## src/verilog/rcsl_params.svh

```systemverilog
// constants for the reset-cause and power-up release block
`ifndef RCSL_PARAMS_SVH
`define RCSL_PARAMS_SVH
// clock and delays
`define RCSL_CLK_PERIOD_NS 10
`define RCSL_TPOR_NS       10000
`define RCSL_TPOR_CYC      ((`RCSL_TPOR_NS + `RCSL_CLK_PERIOD_NS - 1) / `RCSL_CLK_PERIOD_NS)
`define RCSL_POWER_UP_TIMER_A_MS     4
`define RCSL_POWER_UP_TIMER_B_MS     16
`define RCSL_POWER_UP_TIMER_C_MS     64
`define RCSL_MS_TO_CYC(ms) ((ms) * 1000000 / `RCSL_CLK_PERIOD_NS)
`define RCSL_MASTER_CLEAR_PIN_FILT_CYC 4
`define RCSL_WDT_TOUT_CYC  20000
// restart vectors
`define RCSL_VEC_RESET     24'h000000
`define RCSL_VEC_CFAIL     24'h000004
// oscillator selections
`define RCSL_OSC_FRC       3'h1
`define RCSL_OSC_PRI       3'h2
// register byte offsets
`define RCSL_ADR_CAUSE     8'h00
`define RCSL_ADR_OSC       8'h04
`define RCSL_ADR_CTRL      8'h08
`define RCSL_ADR_ISTAT     8'h0c
`define RCSL_ADR_IMASK     8'h10
`define RCSL_ADR_WDT       8'h14
`define RCSL_ADR_STATE     8'h18
// oscillator register fields
`define RCSL_OSC_REQ_BIT   0
`define RCSL_OSC_CF_BIT    3
`define RCSL_OSC_CUR_LSB   4
// interrupt status bits
`define RCSL_IRQ_CFAIL     0
`define RCSL_IRQ_WDT       1
`define RCSL_IRQ_RESTART   2
`define RCSL_IRQ_W         3
`endif

```

## src/verilog/rcsl_pkg.sv

```systemverilog
// types shared by the reset-cause and power-up release block
package rcsl_pkg;
    // power-up sequencing states
    typedef enum logic [3:0] {
        ST_POR  = 4'b0001,
        ST_POWER_UP_TIMER = 4'b0010,
        ST_RUN  = 4'b0100,
        ST_HALT = 4'b1000
    } rcsl_state_t;

    // reset-cause flags, msb first
    typedef struct packed {
        logic trap_conflict_flag;
        logic illegal_op_flag;
        logic external_pin_reset_flag;
        logic software_reset_flag;
        logic watchdog_timeout_flag;
        logic sleep_flag;
        logic idle_flag;
        logic power_on_flag;
    } rcsl_cause_t;

    // requests and levels from the processor core
    typedef struct packed {
        logic sleep_mode;
        logic idle_mode;
        logic sw_reset;
        logic trap_conflict;
        logic illegal_op;
        logic wake_irq;
        logic wdt_clear;
    } rcsl_cpu_evt_t;
endpackage : rcsl_pkg

```

## src/verilog/rcsl_top.sv

```systemverilog
// reset-cause recording, power-up release and clock-fail switch logic
`timescale 1ns/1ps
`include "rcsl_params.svh"
// What this block does
// - power-on sets only power-on flag, restart at zero vector
// - pin reset running sets external, clears software, watchdog, idle, sleep
// - software reset sets its flag, clears external, watchdog, idle, sleep
// - pin reset asleep sets external and sleep, clears watchdog and idle
// - pin reset idle sets external and idle, clears watchdog and sleep
// - watchdog timeout running resets, sets its flag, clears four others
// - interrupt wake from sleep sets sleep flag, branches to its vector
// - monitor on, clock bad after timers, core not asleep: trap to vector four, flags kept
// - clock-fail trap moves system clock to the fast RC oscillator
// - illegal operation restarts at zero and sets illegal-operation flag
// - power-on and power-up timers never wait for the oscillator
// - monitor and power-up timer both off: leave reset after power-on delay
// - monitor off and clock absent: stay halted at reset vector
// - flags read and written by software; untouched flags keep value
// - watchdog counts freely, whatever the main oscillator does
// - watchdog timeout asleep wakes, sets sleep and watchdog flags
// - power-up delay selectable as zero, 4, 16 or 64 ms
// - clock failure loads fast RC selection, sets fail flag, clears request
module rcsl_top #(
    parameter int unsigned POWER_UP_TIMER_A_CYC = `RCSL_MS_TO_CYC(`RCSL_POWER_UP_TIMER_A_MS),
    parameter int unsigned POWER_UP_TIMER_B_CYC = `RCSL_MS_TO_CYC(`RCSL_POWER_UP_TIMER_B_MS),
    parameter int unsigned POWER_UP_TIMER_C_CYC = `RCSL_MS_TO_CYC(`RCSL_POWER_UP_TIMER_C_MS),
    parameter int unsigned WDT_CYC    = `RCSL_WDT_TOUT_CYC,
    parameter int unsigned CNT_W      = 24
) (
    input  wire logic                  clk_i,
    input  wire logic                  rst_i,
    // wishbone slave
    input  wire logic [7:0]            wb_adr_i,
    input  wire logic [31:0]           wb_dat_i,
    input  wire logic                  wb_we_i,
    input  wire logic [3:0]            wb_sel_i,
    input  wire logic                  wb_cyc_i,
    input  wire logic                  wb_stb_i,
    output logic [31:0]                wb_dat_o,
    output logic                       wb_ack_o,
    // pins and oscillator status, asynchronous
    input  wire logic                  master_clear_pin_n_i,
    input  wire logic                  osc_running_i,
    input  wire logic                  ost_expired_i,
    input  wire logic                  pll_locked_i,
    // static configuration
    input  wire logic                  fail_safe_clock_monitor_en_i,
    input  wire logic [1:0]            power_up_timer_sel_i,
    // processor core
    input  wire rcsl_pkg::rcsl_cpu_evt_t cpu_evt_i,
    output logic                       sys_reset_o,
    output logic                       cpu_halt_o,
    output logic                       restart_o,
    output logic                       cfail_trap_o,
    output logic                       wake_o,
    output logic                       wake_isr_o,
    output logic [23:0]                restart_vector_o,
    output logic [2:0]                 clk_sel_o,
    output logic                       irq_o
);
    // ****************************************************************
    // input synchronisers
    // ****************************************************************
    logic [3:0]           pin_meta_reg;
    logic [3:0]           pin_sync_reg;
    // two flops for every asynchronous pin
    always_ff @(posedge clk_i) begin
        if (rst_i) begin
            pin_meta_reg <= 4'hf;
            pin_sync_reg <= 4'hf;
        end else begin
            pin_meta_reg <= {master_clear_pin_n_i, osc_running_i, ost_expired_i, pll_locked_i};
            pin_sync_reg <= pin_meta_reg;
        end
    end
    logic                 osc_ok;
    // oscillator good only when running, timed out and locked
    assign osc_ok = pin_sync_reg[2] & pin_sync_reg[1] & pin_sync_reg[0];

    // ****************************************************************
    // master-clear noise filter
    // ****************************************************************
    logic [2:0]           master_clear_pin_cnt_reg;
    logic                 master_clear_pin_low_reg;
    logic                 master_clear_pin_evt;
    // short pulses never reach the counter's end, so they are ignored
    always_ff @(posedge clk_i) begin
        if (rst_i) begin
            master_clear_pin_cnt_reg <= 3'h0;
            master_clear_pin_low_reg <= 1'b0;
        end else if (pin_sync_reg[3] == ~master_clear_pin_low_reg) begin
            master_clear_pin_cnt_reg <= 3'h0;
        end else if (master_clear_pin_cnt_reg == 3'(`RCSL_MASTER_CLEAR_PIN_FILT_CYC - 1)) begin
            master_clear_pin_cnt_reg <= 3'h0;
            master_clear_pin_low_reg <= ~master_clear_pin_low_reg;
        end else begin
            master_clear_pin_cnt_reg <= master_clear_pin_cnt_reg + 3'h1;
        end
    end
    // event fires once on the filtered falling edge
    assign master_clear_pin_evt = ~master_clear_pin_low_reg & ~pin_sync_reg[3]
                    & (master_clear_pin_cnt_reg == 3'(`RCSL_MASTER_CLEAR_PIN_FILT_CYC - 1));

    // ****************************************************************
    // power-up sequencer
    // ****************************************************************
    rcsl_pkg::rcsl_state_t state_reg;
    rcsl_pkg::rcsl_state_t state_next;
    logic [CNT_W-1:0]     tmr_reg;
    logic [CNT_W-1:0]     power_up_timer_len;
    logic                 tmr_done;
    logic [2:0]           cur_osc_reg;
    logic                 cfail_evt;
    // delay picked from the configuration strap
    always_comb begin
        case (power_up_timer_sel_i)
            2'h0:    power_up_timer_len = '0;
            2'h1:    power_up_timer_len = CNT_W'(POWER_UP_TIMER_A_CYC);
            2'h2:    power_up_timer_len = CNT_W'(POWER_UP_TIMER_B_CYC);
            default: power_up_timer_len = CNT_W'(POWER_UP_TIMER_C_CYC);
        endcase
    end
    // timers look only at elapsed cycles, never at the oscillator
    always_comb begin
        case (state_reg)
            rcsl_pkg::ST_POR:
                tmr_done = (tmr_reg >= CNT_W'(`RCSL_TPOR_CYC - 1));
            rcsl_pkg::ST_POWER_UP_TIMER:
                tmr_done = (tmr_reg + CNT_W'(1) >= power_up_timer_len);
            default:
                tmr_done = 1'b0;
        endcase
    end
    // state transitions
    always_comb begin
        state_next = state_reg;
        case (state_reg)
            rcsl_pkg::ST_POR: begin
                if (tmr_done) state_next = rcsl_pkg::ST_POWER_UP_TIMER;
            end
            rcsl_pkg::ST_POWER_UP_TIMER: begin
                // zero delay selection passes straight through
                if (tmr_done || power_up_timer_len == '0) begin
                    if (!osc_ok && !fail_safe_clock_monitor_en_i)
                        state_next = rcsl_pkg::ST_HALT;
                    else
                        state_next = rcsl_pkg::ST_RUN;
                end
            end
            rcsl_pkg::ST_HALT: begin
                if (osc_ok || fail_safe_clock_monitor_en_i)
                    state_next = rcsl_pkg::ST_RUN;
            end
            rcsl_pkg::ST_RUN: state_next = rcsl_pkg::ST_RUN;
            default:          state_next = rcsl_pkg::ST_POR;
        endcase
    end
    // state and delay counter
    always_ff @(posedge clk_i) begin
        if (rst_i) begin
            state_reg <= rcsl_pkg::ST_POR;
            tmr_reg   <= '0;
        end else begin
            state_reg <= state_next;
            if (state_next != state_reg)
                tmr_reg <= '0;
            else
                tmr_reg <= tmr_reg + CNT_W'(1);
        end
    end
    // the monitor is blind in sleep, since no clock is running there
    assign cfail_evt = fail_safe_clock_monitor_en_i & ~osc_ok
                     & (state_reg == rcsl_pkg::ST_RUN)
                     & ~cpu_evt_i.sleep_mode
                     & (cur_osc_reg != `RCSL_OSC_FRC);

    // ****************************************************************
    // watchdog
    // ****************************************************************
    logic [CNT_W-1:0]     wdt_reg;
    logic                 wdt_en_reg;
    logic                 wdt_evt;
    // free-running on the block clock, blind to the oscillator status
    always_ff @(posedge clk_i) begin
        if (rst_i || !wdt_en_reg || cpu_evt_i.wdt_clear || wdt_evt)
            wdt_reg <= '0;
        else
            wdt_reg <= wdt_reg + CNT_W'(1);
    end
    assign wdt_evt = wdt_en_reg && (wdt_reg == CNT_W'(WDT_CYC - 1));

    // ****************************************************************
    // reset-cause flags
    // ****************************************************************
    rcsl_pkg::rcsl_cause_t cause_reg;
    rcsl_pkg::rcsl_cause_t cause_next;
    logic                 bus_req;
    logic                 bus_wr;
    logic                 bus_rd;
    logic                 in_sleep;
    logic                 in_idle;
    logic                 wdt_wake;
    logic                 wdt_rst;
    logic                 irq_wake;
    logic                 any_restart;
    // writes land at the edge where the master sees ack, not one earlier
    assign bus_req  = wb_cyc_i & wb_stb_i & ~wb_ack_o;
    assign bus_wr   = wb_cyc_i & wb_stb_i & wb_ack_o & wb_we_i & wb_sel_i[0];
    assign bus_rd   = bus_req & ~wb_we_i;
    assign in_sleep = cpu_evt_i.sleep_mode;
    assign in_idle  = cpu_evt_i.idle_mode & ~in_sleep;
    assign wdt_wake = wdt_evt & (in_sleep | in_idle);
    assign wdt_rst  = wdt_evt & ~in_sleep & ~in_idle;
    assign irq_wake = cpu_evt_i.wake_irq & in_sleep;
    assign any_restart = master_clear_pin_evt | cpu_evt_i.sw_reset | wdt_rst
                       | cpu_evt_i.trap_conflict | cpu_evt_i.illegal_op;
    // software write first, hardware events on top so a set wins
    always_comb begin
        cause_next = cause_reg;
        if (bus_wr && wb_adr_i == `RCSL_ADR_CAUSE)
            cause_next = rcsl_pkg::rcsl_cause_t'(wb_dat_i[7:0]);
        if (master_clear_pin_evt) begin
            cause_next.external_pin_reset_flag = 1'b1;
            cause_next.watchdog_timeout_flag   = 1'b0;
            if (in_sleep) begin
                cause_next.sleep_flag = 1'b1;
                cause_next.idle_flag  = 1'b0;
            end else if (in_idle) begin
                cause_next.idle_flag  = 1'b1;
                cause_next.sleep_flag = 1'b0;
            end else begin
                cause_next.software_reset_flag = 1'b0;
                cause_next.idle_flag           = 1'b0;
                cause_next.sleep_flag          = 1'b0;
            end
        end
        if (cpu_evt_i.sw_reset) begin
            cause_next.software_reset_flag     = 1'b1;
            cause_next.external_pin_reset_flag = 1'b0;
            cause_next.watchdog_timeout_flag   = 1'b0;
            cause_next.idle_flag               = 1'b0;
            cause_next.sleep_flag              = 1'b0;
        end
        if (wdt_rst) begin
            cause_next.watchdog_timeout_flag   = 1'b1;
            cause_next.external_pin_reset_flag = 1'b0;
            cause_next.software_reset_flag     = 1'b0;
            cause_next.idle_flag               = 1'b0;
            cause_next.sleep_flag              = 1'b0;
        end
        if (wdt_wake) begin
            cause_next.watchdog_timeout_flag = 1'b1;
            if (in_sleep) cause_next.sleep_flag = 1'b1;
            if (in_idle)  cause_next.idle_flag  = 1'b1;
        end
        if (irq_wake)
            cause_next.sleep_flag = 1'b1;
        if (cpu_evt_i.trap_conflict)
            cause_next.trap_conflict_flag = 1'b1;
        if (cpu_evt_i.illegal_op)
            cause_next.illegal_op_flag = 1'b1;
    end
    // power-on leaves only the power-on flag standing
    always_ff @(posedge clk_i) begin
        if (rst_i)
            cause_reg <= rcsl_pkg::rcsl_cause_t'(8'h01);
        else
            cause_reg <= cause_next;
    end

    // ****************************************************************
    // oscillator control and clock-fail switch
    // ****************************************************************
    logic                 cf_flag_reg;
    logic                 sw_req_reg;
    logic                 osc_wr;
    assign osc_wr = bus_wr && wb_adr_i == `RCSL_ADR_OSC;
    // hardware switch to the fast RC overrides a same-cycle write
    always_ff @(posedge clk_i) begin
        if (rst_i) begin
            cur_osc_reg <= `RCSL_OSC_PRI;
            cf_flag_reg <= 1'b0;
            sw_req_reg  <= 1'b0;
        end else if (cfail_evt) begin
            cur_osc_reg <= `RCSL_OSC_FRC;
            cf_flag_reg <= 1'b1;
            sw_req_reg  <= 1'b0;
        end else if (osc_wr) begin
            cur_osc_reg <= wb_dat_i[`RCSL_OSC_CUR_LSB +: 3];
            cf_flag_reg <= wb_dat_i[`RCSL_OSC_CF_BIT];
            sw_req_reg  <= wb_dat_i[`RCSL_OSC_REQ_BIT];
        end
    end

    // ****************************************************************
    // core-facing outputs
    // ****************************************************************
    // every output is a flop; restarts and the trap are one-cycle pulses
    always_ff @(posedge clk_i) begin
        if (rst_i) begin
            sys_reset_o      <= 1'b1;
            cpu_halt_o       <= 1'b0;
            restart_o        <= 1'b0;
            cfail_trap_o     <= 1'b0;
            wake_o           <= 1'b0;
            wake_isr_o       <= 1'b0;
            restart_vector_o <= `RCSL_VEC_RESET;
        end else begin
            sys_reset_o  <= (state_next == rcsl_pkg::ST_POR)
                          | (state_next == rcsl_pkg::ST_POWER_UP_TIMER)
                          | master_clear_pin_low_reg | master_clear_pin_evt;
            cpu_halt_o   <= (state_next == rcsl_pkg::ST_HALT);
            restart_o    <= any_restart
                          | (state_reg != rcsl_pkg::ST_RUN
                             && state_next == rcsl_pkg::ST_RUN);
            cfail_trap_o <= cfail_evt;
            wake_o       <= wdt_wake | irq_wake;
            wake_isr_o   <= irq_wake & ~wdt_wake;
            if (any_restart)
                restart_vector_o <= `RCSL_VEC_RESET;
            else if (cfail_evt)
                restart_vector_o <= `RCSL_VEC_CFAIL;
        end
    end
    assign clk_sel_o = cur_osc_reg;

    // ****************************************************************
    // interrupt status and mask
    // ****************************************************************
    logic [`RCSL_IRQ_W-1:0] istat_reg;
    logic [`RCSL_IRQ_W-1:0] imask_reg;
    logic [`RCSL_IRQ_W-1:0] irq_set;
    logic                   istat_rd;
    assign irq_set  = {any_restart, wdt_evt, cfail_evt};
    assign istat_rd = bus_rd && wb_adr_i == `RCSL_ADR_ISTAT;
    // read clears, a new event in the same cycle survives it
    always_ff @(posedge clk_i) begin
        if (rst_i)
            istat_reg <= '0;
        else if (istat_rd)
            istat_reg <= irq_set;
        else
            istat_reg <= istat_reg | irq_set;
    end
    // mask and watchdog enable written by software
    always_ff @(posedge clk_i) begin
        if (rst_i) begin
            imask_reg  <= '0;
            wdt_en_reg <= 1'b0;
        end else begin
            if (bus_wr && wb_adr_i == `RCSL_ADR_IMASK)
                imask_reg <= wb_dat_i[`RCSL_IRQ_W-1:0];
            if (bus_wr && wb_adr_i == `RCSL_ADR_CTRL)
                wdt_en_reg <= wb_dat_i[0];
        end
    end
    // level interrupt, flopped on the same edge as the status bits
    always_ff @(posedge clk_i) begin
        if (rst_i)
            irq_o <= 1'b0;
        else
            irq_o <= |((istat_rd ? irq_set : (istat_reg | irq_set)) & imask_reg);
    end

    // ****************************************************************
    // wishbone slave
    // ****************************************************************
    // ack one cycle after the strobe; unmapped addresses read zero
    always_ff @(posedge clk_i) begin
        if (rst_i) begin
            wb_ack_o <= 1'b0;
            wb_dat_o <= '0;
        end else begin
            wb_ack_o <= bus_req;
            if (bus_rd) begin
                case (wb_adr_i)
                    `RCSL_ADR_CAUSE: wb_dat_o <= {24'h0, cause_reg};
                    `RCSL_ADR_OSC:   wb_dat_o <= {25'h0, cur_osc_reg,
                                                  cf_flag_reg, 2'h0, sw_req_reg};
                    `RCSL_ADR_CTRL:  wb_dat_o <= {31'h0, wdt_en_reg};
                    `RCSL_ADR_ISTAT: wb_dat_o <= {29'h0, istat_reg};
                    `RCSL_ADR_IMASK: wb_dat_o <= {29'h0, imask_reg};
                    `RCSL_ADR_WDT:   wb_dat_o <= 32'(wdt_reg);
                    `RCSL_ADR_STATE: wb_dat_o <= {28'h0, state_reg};
                    default:         wb_dat_o <= 32'h0;
                endcase
            end else begin
                wb_dat_o <= 32'h0;
            end
        end
    end
endmodule : rcsl_top

```

## config.mk

```make
export PLATFORM = sky130hd
export DESIGN_NAME = rcsl_top
export DESIGN_NICKNAME = d
export VERILOG_FILES = /design/src/verilog/rcsl_pkg.sv /design/src/verilog/rcsl_top.sv
export VERILOG_INCLUDE_DIRS = /design/src /design/src/verilog
export SDC_FILE = /design/constraint.sdc
export NUM_CORES = 1
export LEC_CHECK = 0
export CORE_MARGIN = 2
export CORE_UTILIZATION = 55
export CTS_CLUSTER_SIZE = 12
export DETAILED_ROUTE_END_ITERATION = 16
export DONT_BUFFER_PORTS = 1
export MAX_ROUTING_LAYER = met4
export PLACE_DENSITY = 0.77
export RECOVER_POWER = 50
export SETUP_SLACK_MARGIN = 0.05
export SLEW_MARGIN = 15
export SYNTH_ARGS = -nofsm -noshare
export SYNTH_HDL_FRONTEND = slang
export SYNTH_SLANG_ARGS = --single-unit
```

## constraint.sdc

```tcl
create_clock -name clk_i -period 3.8 [get_ports clk_i]
set_input_delay 0.76 -clock clk_i [delete_from_list [all_inputs] [get_ports clk_i]]
set_output_delay 0.76 -clock clk_i [all_outputs]
set_load 0.03 [all_outputs]
```

==> results of run 1 <==
## worst max path at each step
stage,slack (ns),cells past startpoint,to
2_1_floorplan,0.61,13,state_reg[2]
3_3_place_gp,0.29,14,state_reg[2]
3_5_place_dp,0.16,14,state_reg[2]
4_1_cts,0.12,14,state_reg[2]
5_1_grt,0.09,14,state_reg[2]
6_report,0.32,14,state_reg[2]
## cells by family (layout without fill, tap and decap cells)
logic type               Yosys count  after routing
AO/OA/AOI/OAI                     85             85
XOR/XNOR                          47             47
AND/OR/NAND/NOR                  294            294
other                              1             31
multiplexers                      22             22
buffers and inverters             78             64
flip-flops                       117            117
adder cells (fa/ha/maj)           23             23
## report_power, final
part	total, mW	leakage (nW)	internal (mW)	switching [mW]
Combinational	0.108	1.48	0.0288	0.0787
Sequential	1.25	0.947	1.24	0.0120
Clock	1.64	0.292	1.04	0.601
## stage by stage
step                      hold slack (ns)  utilization [%]  area [um^2]  total power, mW
after floorplan                    0.3895                -         5858            1.398
after global placement             0.3915            56.39         5769            1.381
after detailed placement           0.3937            56.39         5769            1.384
after CTS                          0.2866            62.37         6381            3.019
after global routing               0.2923            62.38         6382            3.088
final                              0.3073            62.38         6382            3.002
## layout make-up
class / count / area share [%]
tap: 136 / 2.666
clock buffer: 19 / 6.920
timing repair buffer: 8 / 0.8822
clock inverter: 13 / 2.666
sequential: 117 / 36.70
multi-input combinational: 502 / 48.76
inverter: 24 / 1.411
## cell usage after synthesis (all sizes together), types with 10 or more instances
cell / number / area share (%)
a22oi: 11 / 1.4
xnor2: 26 / 4.0
dfxtp: 117 / 41
inv: 24 / 1.6
ha: 23 / 5.0
a21oi: 27 / 2.4
mux2i: 18 / 3.1
clkbuf: 19 / 1.3
nand4: 13 / 1.4
or2: 10 / 1.1
nor2: 94 / 6.1
xor2: 21 / 3.2
and3: 26 / 2.8
nor4: 11 / 1.5
nor3: 18 / 1.7
nand3: 28 / 2.4
buf: 35 / 4.4
nand2: 56 / 3.8
## per-layer routing
| layer | global-route usage (%) | vias up | wire, um |
|---|---|---|---|
| li1 | - | 2272 | - |
| met1 | 29.09 | 2267 | 5440 |
| met2 | 40.75 | 170 | 6500 |
| met3 | 5.028 | 34 | 711 |
| met4 | 12.03 | 0 | 339 |
| met5 | - | - | 0 |
## layout by cell type, fill, tap and decap left out, drive strengths merged, types with 4 or more instances in the layout
cell	netlist	final
inv	24	28
and3	26	26
nor3	18	18
nand2	56	56
conb	1	31
nand4	13	13
nor4b	4	4
nor2	94	94
mux2	4	4
buf	35	7
and4	6	6
a21oi	27	27
or2	10	10
dfxtp	117	117
xnor2	26	26
nor4	11	11
a22oi	11	11
nand3b	4	4
a31oi	7	7
and2	7	7
o21ai	9	9
ha	23	23
nor2b	6	6
a21o	5	5
mux2i	18	18
clkbuf	19	20
xor2	21	21
nand3	28	28
## repair_timing
| item | 4_1_cts | 5_1_grt |
|---|---|---|
| gates resized for setup | 0 | 4 |
| hold endpoints to repair | 0 | 0 |
| hold buffers | 0 | 0 |
| endpoints found under the setup margin | 0 | 25 |
==> metrics list, run 1 <==
- Entering global routing, the biggest net connects 41 pins.
- For the worst flop-to-flop path, the logic depth is 14.
* Via Count: 4743
* Placeable core area: 0.01023 mm^2
- CP Capture Type: flip-flop
- For the worst setup path, the data required time is 4.24 ns.
* Headroom to the max-slew limit: 38.67%
- Critical-path cell with the highest stage delay: dfxtp_1
- Height of the die: 106.2 um
- Fin Setup TNS: 0 ns
- Setup repair after global routing left no endpoint under its margin.
- Asr flop ratio synth: 0%
- Wire length of the first global-routing pass: 21540 um
- Among cell families on the critical path, the largest total delay comes from simple AND/OR/NAND/NOR gates.
- The number of antenna diodes in the final layout is 0.
- After legalization and detailed placement, the total HPWL measured 9092 um.
- Origin of the critical flop-to-flop path: tmr_reg[0]
* Number of placement rows: 37
- Of the total synthesized cell area, the portion taken by XOR and XNOR cells is 7.165%.
- The die covers 0.01128 mm^2.
- Counting both buffers and inverters, the worst setup path holds a total of 0.
- The multi-input combinational cells in the finished layout cover a total of 0.003112 mm^2.
* Crit path launch: tmr_reg[0]
- The final-report hold violation count came to 0.
* Critical path fanouts, max: 5
- After layout, the worst path uses 91.62% of the clock period.
- Average instance area after synthesis: 8.614 um^2
- The tightest min-delay check is of the input pin to flip-flop type.
- Leakage Power: 2.719 nW
- During placement, the flow inserted port buffers numbering 0.
* Power per unit of standard cell area: 470.4 mW/mm^2
- Post-synthesis cell type count: 59
- The worst hold path begins at cpu_evt_i[4].
- Boundary pin count: 130
- Initial DRC count: 316
- After detailed routing, the average wire length per cell comes to 15.86 um.
* Number of warnings printed during yosys synthesis: 0
- Multiplexer cells account for 3.920% of the synthesized area.
* Number of standard cells in the layout, taps in and fillers out: 819
* Cells after synthesis: 667
- In this run the remaining antenna-violating nets after routing total 0.
* H-tree levels: 4
- Least setup slack across all paths after layout: 0.3183 ns
* Worst Setup Path Type: flip-flop to flip-flop
- Clock tree synthesis inserted a total of 17 buffers.
- After clock tree synthesis, the clock-pin slew on the worst setup and hold paths is 0.06 ns.
- By area, the combinational part of the netlist is dominated by simple AND/OR/NAND/NOR gates.
* Register-to-register setup slack: 0.32 ns
- Synth Area in Adders: 5.009%
- The most used flip-flop cell after synthesis is dfxtp_1.
- Post-synthesis compound-gate area fraction: 9.778%
* Insertion delay of the later-clocked pin in the worst-skew pair: 0.53 ns
* Max cap viols: 0
- In this run the post-CTS setup repair buffer count came out at 0.
- Effective utilization at floorplan: 56.16%
- Proportion of synthesized chip area in sequential cells: 40.77%
- Setup violations remaining at the end of the flow were counted as 0.
* WHS Path Cells: 1
- The tree built by TritonCTS fans out to 117 sinks.
* Area added between synthesis and finish: 11.08%
* Bufs on Longest Clock Path: 2
- Timing analysis after detailed placement gives a worst setup slack of 0.1588 ns.
* Status: finished clean
- After global routing the overflow that remains totals 0.
- The via count of the first global-routing pass was 4556.
- Traced cell by cell, the critical path runs through ha_2 > and4_4 > nand3b_1 > nor2_1 > nand4_1 > xnor2_1 > ha_1 > nand3_1 > nor3_2 > nand4_1 > a31oi_1 > a22oi_2 > or3_1 > a311oi_1.
- The max-slew violation total from the final report is 0.
* RePlAce Congestion: 0.8876
* Clock tree from TritonCTS: yes
* Maximum clock frequency: 287.2 MHz
* Post-synth EDFFs: 0
- Registers take 0.002342 mm^2.
* Final clock skew: 0.01170 ns
- After the last flow step, the layout net total stands at 756.
- Measured along the x axis, the die boundary spans 106.2 um.
* Capturing point of the worst reg2reg path: state_reg[2]
- STA classifies the critical path startpoint as a flip-flop.
- The tree is rooted in a clkbuf_8.
- Counting the fill cells in the layout gives 855.
- In this design, the stage delay of the slowest critical-path cell is 0.40 ns.
* Antenna violations before repair: 0
- At the worst endpoint, the arrival time is 3.92 ns.
- Drt drc: 0
- Slew of the pin with the lowest slew margin: 0.9116 ns
- Counting stages on the worst path, the most repeated cell is nand4_1.
- Counting I/O delays and the setup requirement, the final critical path takes 3.482 ns.
- Detailed-route wire length: 12990 um
* Synth Area in Simple Gates: 26.07%
- In the routed layout, each cell is associated on average with a via count of 5.791.
* Gr usage total: 24.82%
- Summing every instance area after synthesis gives 0.005746 mm^2.
- The first TritonRoute pass finished after 5 iterations.
* Synthesized flop and latch total: 117
* Hold-critical path endpoint: cause_reg[5]
- In this run, placement finished with an instance count of 787.
* Fraction of layout cells with a size suffix above 1: 9.370%
- IR analysis of the VDD net gives a maximum drop of 0.3846 mV.
No activity file was read; power rests on OpenSTA's default activity.
==> run 2, diff against run 1 <==
--- a/config.mk
+++ b/config.mk
@@ -12,7 +12,7 @@
 export DETAILED_ROUTE_END_ITERATION = 16
 export DONT_BUFFER_PORTS = 1
 export MAX_ROUTING_LAYER = met4
-export PLACE_DENSITY = 0.77
+export PLACE_DENSITY = 0.7
 export RECOVER_POWER = 50
 export SETUP_SLACK_MARGIN = 0.05
 export SLEW_MARGIN = 15
==> run 2 against run 1 <==
Net effect: non-clock buffer count is 1 higher; die area unchanged; sequential share of layout area grew 0.058 points; wire length fell by 1.1%; register-to-register slack worse by 0.03 ns; fmax shrank 0.94%; count of clock-buffer cells in the layout up 1; total power down 1.9%; critical path depth stayed put; critical path type unchanged; largest cell class unchanged.
==> metrics list, run 2 (synthesis gave the netlist of run 1 again) <==
- The flow ran to the end, and the final reports show no timing, DRC or antenna violations.
- Cell internal pwr: 2.265 mW (-2.0%)
- The maximum fanout encountered on the critical timing path came to 5 (unchanged).
* H-tree levels: 4 (unchanged)
- Number of placement rows: 37 (unchanged)
* Critical-path cell with the highest stage delay: or3_1
- Hold Slack: 0.3154 ns (+0.008066 ns)
- Most used cells in the layout excluding fill and tap cells: 117 x dfxtp_1, 94 x nor2_1, 55 x nand2_1
* Final Max Tran Viols: 0 (unchanged)
* Multi-input combinational cell area: 0.003109 mm^2 (about the same)
- The average wire per cell in the routed design came to 15.67 um (-1.2%).
- The first-pass iteration count of the detailed router was 5 (unchanged).
* Leading cell type in the layout, fill and taps excluded: dfxtp_1
- Chip Width: 106.2 um (unchanged)
- Switching part of the total: 23.10% (+0.050 points)
- Number of failing setup endpoints in the final timing report: 0 (unchanged)
- The net switching power figure was 680.3 uW (-1.7%).
- The part of the cycle the worst path needs came to 92.49% (+0.87 points).
* Power per unit of standard cell area: 462.2 mW/mm^2 (-1.7%)
- The maximum vdd ir drop came to 0.3296 mV (-14%).
- The signal on the critical path passes through ha_1 > and4_4 > nand3b_1 > nor2_1 > nand4_1 > xnor2_1 > ha_1 > nand3_1 > nor3_2 > nand4_1 > a31oi_1 > a22oi_2 > or3_1 > a311oi_1.
- Die Outline Area: 0.01128 mm^2 (unchanged)
* Total power consumption of the routed design: 2.945 mW (-1.9%)
- The sum of overflow across all layers after global routing is 0 (unchanged).
* Worst Setup Path Type: flip-flop to flip-flop
- RePlAce Congestion: 0.9405 (+6.0%)
- The max-cap violation count is 0 (unchanged).
- Pin count of the biggest net entering global routing: 41 (unchanged)
- The clock latency of the later-clocked register in the worst-skew pair was 0.52 ns (about the same).
* Maximum clock frequency: 284.5 MHz (-0.94%)
- Shortest clock period the worst path allows after layout: 3.515 ns (+0.03300 ns)
- The top-level port count came to 130 (unchanged).
- The number of antenna violations at the first check in global routing was 0 (unchanged).
- Worst-case reg-to-reg path depth: 14 (unchanged)
- Following the worst setup path forward leads to its endpoint at state_reg[2].
* Effective utilization at floorplan: 56.16% (unchanged)
- The total inserted antenna cells came to 0 (unchanged).
* Total buffers and inverters traversed by the critical path: 0 (unchanged)
- The clock tree skew after final layout was 0.006796 ns (-0.004901 ns).
* Placed wire-length estimate after detailed placement: 9194 um (+1.1%)
* TritonCTS Buffers: 17 (unchanged)
- Slew of the pin with the lowest slew margin: 0.9458 ns (+0.03417 ns)
- The worst slew margin relative to its limit was 36.41% (-2.3 points).
- The first-iteration detailed-routing DRC count is 335 (+6.0%).
- The worst register-to-register path ends at state_reg[2].
* Critical path data required time: 4.23 ns (about the same)
- CP Capture Type: flip-flop
- The share of power burned in the clock network came to 53.8% (-0.9 points).
- The number of buffers on the longest clock path came to 2 (unchanged).
* Least setup slack across all paths after layout: 0.2853 ns (-0.03300 ns)
* Cell chosen for the clock root: clkbuf_8
* Filler Cell Count: 887 (+3.7%)
* Largest stage delay on the critical path: 0.40 ns (about the same)
* Gr usage total: 24.03% (-0.79 points)
- In this run the worst setup path begins at tmr_reg[0].
- The total core area is 0.01023 mm^2 (unchanged).
* Post-CTS setup-driven buffer insertion count: 0 (unchanged)
- Worst-path clk slew: 0.06 ns (about the same)
* Drt drc: 0 (unchanged)
- The share of cells above drive strength 1 is 9.211% (-0.16 points).
- Via count of the first global-routing pass: 4373 (-4.0%)
- Setup WS pre-CTS: 0.1975 ns (+0.03868 ns)
- The slack of the worst reg-to-reg path is 0.29 ns (-0.03 ns).
* Height of the die: 106.2 um (unchanged)
* Antenna-violating nets left: 0 (unchanged)
* Via Count: 4688 (-1.2%)
- The kind of cell with the highest combined delay along the critical path is simple AND/OR/NAND/NOR gates.
- The min-delay analysis places its worst path in the category input pin to flip-flop.
- In this run the most critical hold path is launched from rst_i.
- STA classifies the critical path startpoint as a flip-flop.
* Unrepaired setup endpoints after global routing: true
- The cell depth of the worst setup path came to 14 (unchanged).
- The quantity of I/O buffers inserted on ports came to 0 (unchanged).
- The number of vias per cell is 5.717 (-1.3%).
- The total number of nets in the final design is 757 (+0.13%).
- Clk sinks: 117 (unchanged)
- Wire length of the first global-routing pass: 20890 um (-3.0%)
- The reported leakage power was 2.725 nW (+0.20%).
* Hold Fails Final Rpt: 0 (unchanged)
- The total area of sequential cells is 0.002342 mm^2 (unchanged).
* Logic gate share of total power: 3.7% (about the same)
- Fin Setup TNS: 0 ns (unchanged)
- The critical path data arrival time was 3.94 ns (+0.02 ns).
* Clock tree from TritonCTS: yes
- Origin of the critical flop-to-flop path: tmr_reg[0]
- Detailed-route wire length: 12850 um (-1.1%)
- Area added between synthesis and finish: 10.91%
- Sequential cell fraction of total power: 42.5% (+0.8 points)
run 2: changes by cell type in the layout (fill, tap and decap cells not counted):
| cell | change |
|---|---|
| clkinv_4 | +3 |
| clkinvlp_4 | -2 |
| clkbuf_1 | +1 |
| ha_2 | -1 |
| clkbuf_8 | +1 |
| bufinv_16 | -1 |
| ha_1 | +1 |
| inv_8 | +1 |
| inv_6 | -2 |
run 2: how the worst min path moves through the flow:
stage / endpoint / slack, ns / cells past startpoint
after floorplan: pin_sync_reg[0] / 0.39 / 1
final: irq_o / 0.32 / 1
after CTS: cause_reg[2] / 0.29 / 1
after global routing: irq_o / 0.29 / 1
after global placement: pin_sync_reg[3] / 0.39 / 1
after detailed placement: pin_sync_reg[2] / 0.39 / 1
run 2: power by group through the flow:
stage	combinational, mW	clock (mW)	sequential, mW
finish	0.108	1.58	1.25
global route	0.120	1.67	1.25
CTS	0.107	1.61	1.25
detailed placement	0.106	0	1.28
global placement	0.103	0	1.28
floorplan	0.122	0	1.28
run 2: timing repair:
item	4_1_cts	5_1_grt
endpoints found under the setup margin	0	24
gates resized for setup	0	3
hold buffers	0	0
run 2: cell type report:
type	instances	area share, %
inverter	24	1.414
timing repair buffer	9	0.9425
multi-input combinational	502	48.79
tap	136	2.670
sequential	117	36.76
clock buffer	20	7.147
clock inverter	12	2.278
run 2: worst register-to-register path, cell delays in order (launching register included):
cell      delay [ns]
dfxtp_1         0.39
ha_1            0.28
and4_4          0.30
nand3b_1        0.16
nor2_1          0.20
nand4_1         0.15
xnor2_1         0.17
ha_1            0.31
nand3_1         0.13
nor3_2          0.23
nand4_1         0.12
a31oi_1         0.21
a22oi_2         0.13
or3_1           0.40
a311oi_1        0.25
run 2: metrics by stage:
step	std cells	cell area, um^2	utilization [%]
after floorplan	697	5858	-
after global placement	788	5777	56.46
after detailed placement	788	5777	56.46
after CTS	820	6377	62.33
after global routing	820	6372	62.28
final	820	6372	62.28
run 2: per-layer routing:
layer  routed length, um  track usage, %
met1                5469           28.71
met4                 223           8.647
met2                6308           39.93
met3                 850           5.334
met5                   0               -
==> run 3, diff against run 2 <==
--- a/config.mk
+++ b/config.mk
@@ -7,12 +7,11 @@
 export NUM_CORES = 1
 export LEC_CHECK = 0
 export CORE_MARGIN = 2
-export CORE_UTILIZATION = 55
+export CORE_UTILIZATION = 30
 export CTS_CLUSTER_SIZE = 12
 export DETAILED_ROUTE_END_ITERATION = 16
 export DONT_BUFFER_PORTS = 1
 export MAX_ROUTING_LAYER = met4
-export PLACE_DENSITY = 0.7
 export RECOVER_POWER = 50
 export SETUP_SLACK_MARGIN = 0.05
 export SLEW_MARGIN = 15
==> run 3 against run 2 <==
Net effect: flip-flop and latch count is the same; critical endpoint unchanged; count of clock-buffer cells in the layout is 1 lower; largest cell class unchanged; non-clock buffer count grew 2; clock power barely moved; via count fell by 3.3%; register-to-register slack improved by 0.02 ns; cell count is 12% higher; fmax up 0.51%; setup slack gained 0.018 ns; final area rose by 2.3%; sequential share of layout area shrank 0.84 points.
==> metrics list, run 3 (synthesis gave the netlist of run 1 again) <==
* Number of gates given a new drive strength after cts: 0 (unchanged)
- The sequential fraction of design power is 42.2% (-0.3 points).
- Hold path startpoint: pin_meta_reg[2]
* Status: finished clean
- The DRC violations left is 0 (unchanged).
- The total inserted antenna cells was 0 (unchanged).
- Total global routing overflow: 0 (unchanged)
- STA classifies the critical path startpoint as a flip-flop.
- The total number of nets in the final design came to 759 (+0.26%).
- Logic gate share of total power: 3.7% (about the same)
* Power per unit of standard cell area: 455.3 mW/mm^2 (-1.5%)
- Worst EP arrival: 3.82 ns (-0.12 ns)
- Hold Slack: 0.4083 ns (+0.09287 ns)
- The largest net degree at the start of global routing was 41 (unchanged).
- The reported leakage power is 2.733 nW (+0.30%).
- Max cap viols: 0 (unchanged)
- Final clock skew: 0.01074 ns (+0.003949 ns)
* Headroom to the max-slew limit: 32.80% (-3.6 points)
* Chip Width: 142.4 um (+34%)
- The clock latency of the later-clocked register in the worst-skew pair was 0.42 ns (-0.10 ns).
* WHS Path Cells: 1 (unchanged)
- Placeable core area: 0.01877 mm^2 (+83%)
- Detailed Routing Iterations Pass 1: 4 (-1)
* Share of power burned in the clock network: 54.1% (+0.3 points)
* TritonCTS Buffers: 17 (unchanged)
* Detailed-route wire length: 13230 um (+2.9%)
- The slack of the worst reg-to-reg path came to 0.30 ns (+0.02 ns).
* Clock tree from TritonCTS: yes
- Number of placement rows: 50 (+35%)
- The number of nets with antenna violations after detailed routing was 0 (unchanged).
* Number of failing setup endpoints in the final timing report: 0 (unchanged)
- The max-slew violation total from the final report is 0 (unchanged).
- The initial standard-cell utilization of the core is 30.61% (-26 points).
- The number of buffers on the longest clock path is 2 (unchanged).
- The number of vias per cell came to 4.925 (-14%).
* Multi-input combinational cell area: 0.003113 mm^2 (+0.12%)
- The maximum fanout encountered on the critical timing path is 5 (unchanged).
* Crit path launch: tmr_reg[0]
* Worst-path clk slew: 0.06 ns (about the same)
- The top-level port count was 130 (unchanged).
- Height of the die: 142.4 um (+34%)
* Cell chosen for the clock root: clkbuf_16
- The post-DP HPWL came to 9916 um (+7.9%).
- Gr usage total: 13.58% (-10 points)
- In the layout the commonest cells are 117 x dfxtp_1, 94 x nor2_1, 55 x nand2_1.
- Worst-case reg-to-reg path depth: 14 (unchanged)
* Antenna violations before repair: 0 (unchanged)
- The path class of the tightest hold or removal check is flip-flop to flip-flop.
* Cell area after layout: 0.006521 mm^2 (+2.3%)
- Initial DRC count: 260 (-22%)
* Die Outline Area: 0.02027 mm^2 (+80%)
- Fin crit share: 92.03% (-0.47 points)
- Cell internal pwr: 2.277 mW (+0.53%)
- Slew of the pin with the lowest slew margin: 0.9994 ns (+0.05365 ns)
- The final-report hold violation count was 0 (unchanged).
- The area growth from synthesis to layout is 13.50%.
- Power dissipated by switching net loads: 691.9 uW (+1.7%)
- Origin of the critical flop-to-flop path: tmr_reg[0]
- The total area of sequential cells is 0.002342 mm^2 (unchanged).
* Clk sinks: 117 (unchanged)
- The weighted congestion at the end of routability-driven global placement was 0.8501 (-9.6%).
- The share of cells above drive strength 1 is 9.329% (+0.12 points).
- Unrepaired setup endpoints after global routing: true
* CP Capture Type: flip-flop
* Maximum clock frequency: 286.0 MHz (+0.51%)
- The data required time at the worst endpoint came to 4.13 ns (-0.10 ns).
* Area of placed instances: 0.005927 mm^2 (+2.6%)
- Via Count: 4531 (-3.3%)
- The wire length of the first global-routing pass is 20810 um (-0.40%).
* Filler Cell Count: 1940 (+120%)
* Post-CTS setup-driven buffer insertion count: 0 (unchanged)
* Shortest clock period the worst path allows after layout: 3.497 ns (-0.01770 ns)
- Via count of the first global-routing pass: 4197 (-4.0%)
- The number of buffers added to fix hold violations after cts came to 0 (unchanged).
* Port buffer count: 0 (unchanged)
* WL per Instance: 14.38 um (-8.2%)
- The library cell used most frequently in the layout, excluding fill and tap cells, is dfxtp_1.
- Worst Setup Path Type: flip-flop to flip-flop
* Max IR drop VDD: 0.3375 mV (+2.4%)
- Switching part of the total: 23.30% (+0.21 points)
- The H-tree depth is 4 (unchanged).
## run 3: worst max-delay path: stages (launching register included)
cell and delay (ns):
dfxtp_1 0.39, ha_2 0.25, and4_4 0.27, nand3b_1 0.17, nor2_1 0.20, nand4_1 0.13, xnor2_1 0.17, ha_1 0.31
nand3_1 0.17, nor3_4 0.29, nand4_1 0.11, a31oi_1 0.18, a22oi_2 0.13, or3_1 0.40, a311oi_1 0.25
## run 3: cell type report
class / count / area share (%)
clock inverters: 13 / 2.245
clock buffers: 19 / 6.946
flip-flops and latches: 117 / 35.92
well taps: 234 / 4.490
repair buffers: 11 / 1.285
multi-input cells: 502 / 47.74
inverters: 24 / 1.381
## run 3: worst paths after layout
kind                                         to
worst max register to register     state_reg[2]
worst max-delay path               state_reg[2]
worst min register to register  pin_sync_reg[2]
worst min-delay path            pin_sync_reg[2]
## run 3: layer usage
metal | vias to the layer above | share of wire (%) | track usage, %
met4 | 0 | 1.8 | 5.107
li1 | 2288 | - | -
met1 | 2107 | 46 | 16.67
met2 | 114 | 46 | 20.90
met3 | 22 | 6.5 | 4.341
met5 | - | 0 | -
## run 3: stage by stage
step	util, %	setup slack (ns)	power, mW	instances	setup TNS (ns)
floorplan	-	0.6074	1.398	697	0
global placement	31.58	0.2520	1.386	888	0
detailed placement	31.58	0.2282	1.386	888	0
CTS	34.77	0.1990	3.000	920	0
global route	34.75	-0.009075	3.066	920	-0.009075
finish	34.75	0.3030	2.969	920	0
## run 3: power by group through the flow
| stage | registers, mW | clock network, mW | logic [mW] |
|---|---|---|---|
| detailed placement | 1.28 | 0 | 0.108 |
| global placement | 1.28 | 0 | 0.108 |
| global route | 1.25 | 1.69 | 0.122 |
| CTS | 1.25 | 1.64 | 0.108 |
| finish | 1.25 | 1.61 | 0.110 |
| floorplan | 1.28 | 0 | 0.122 |
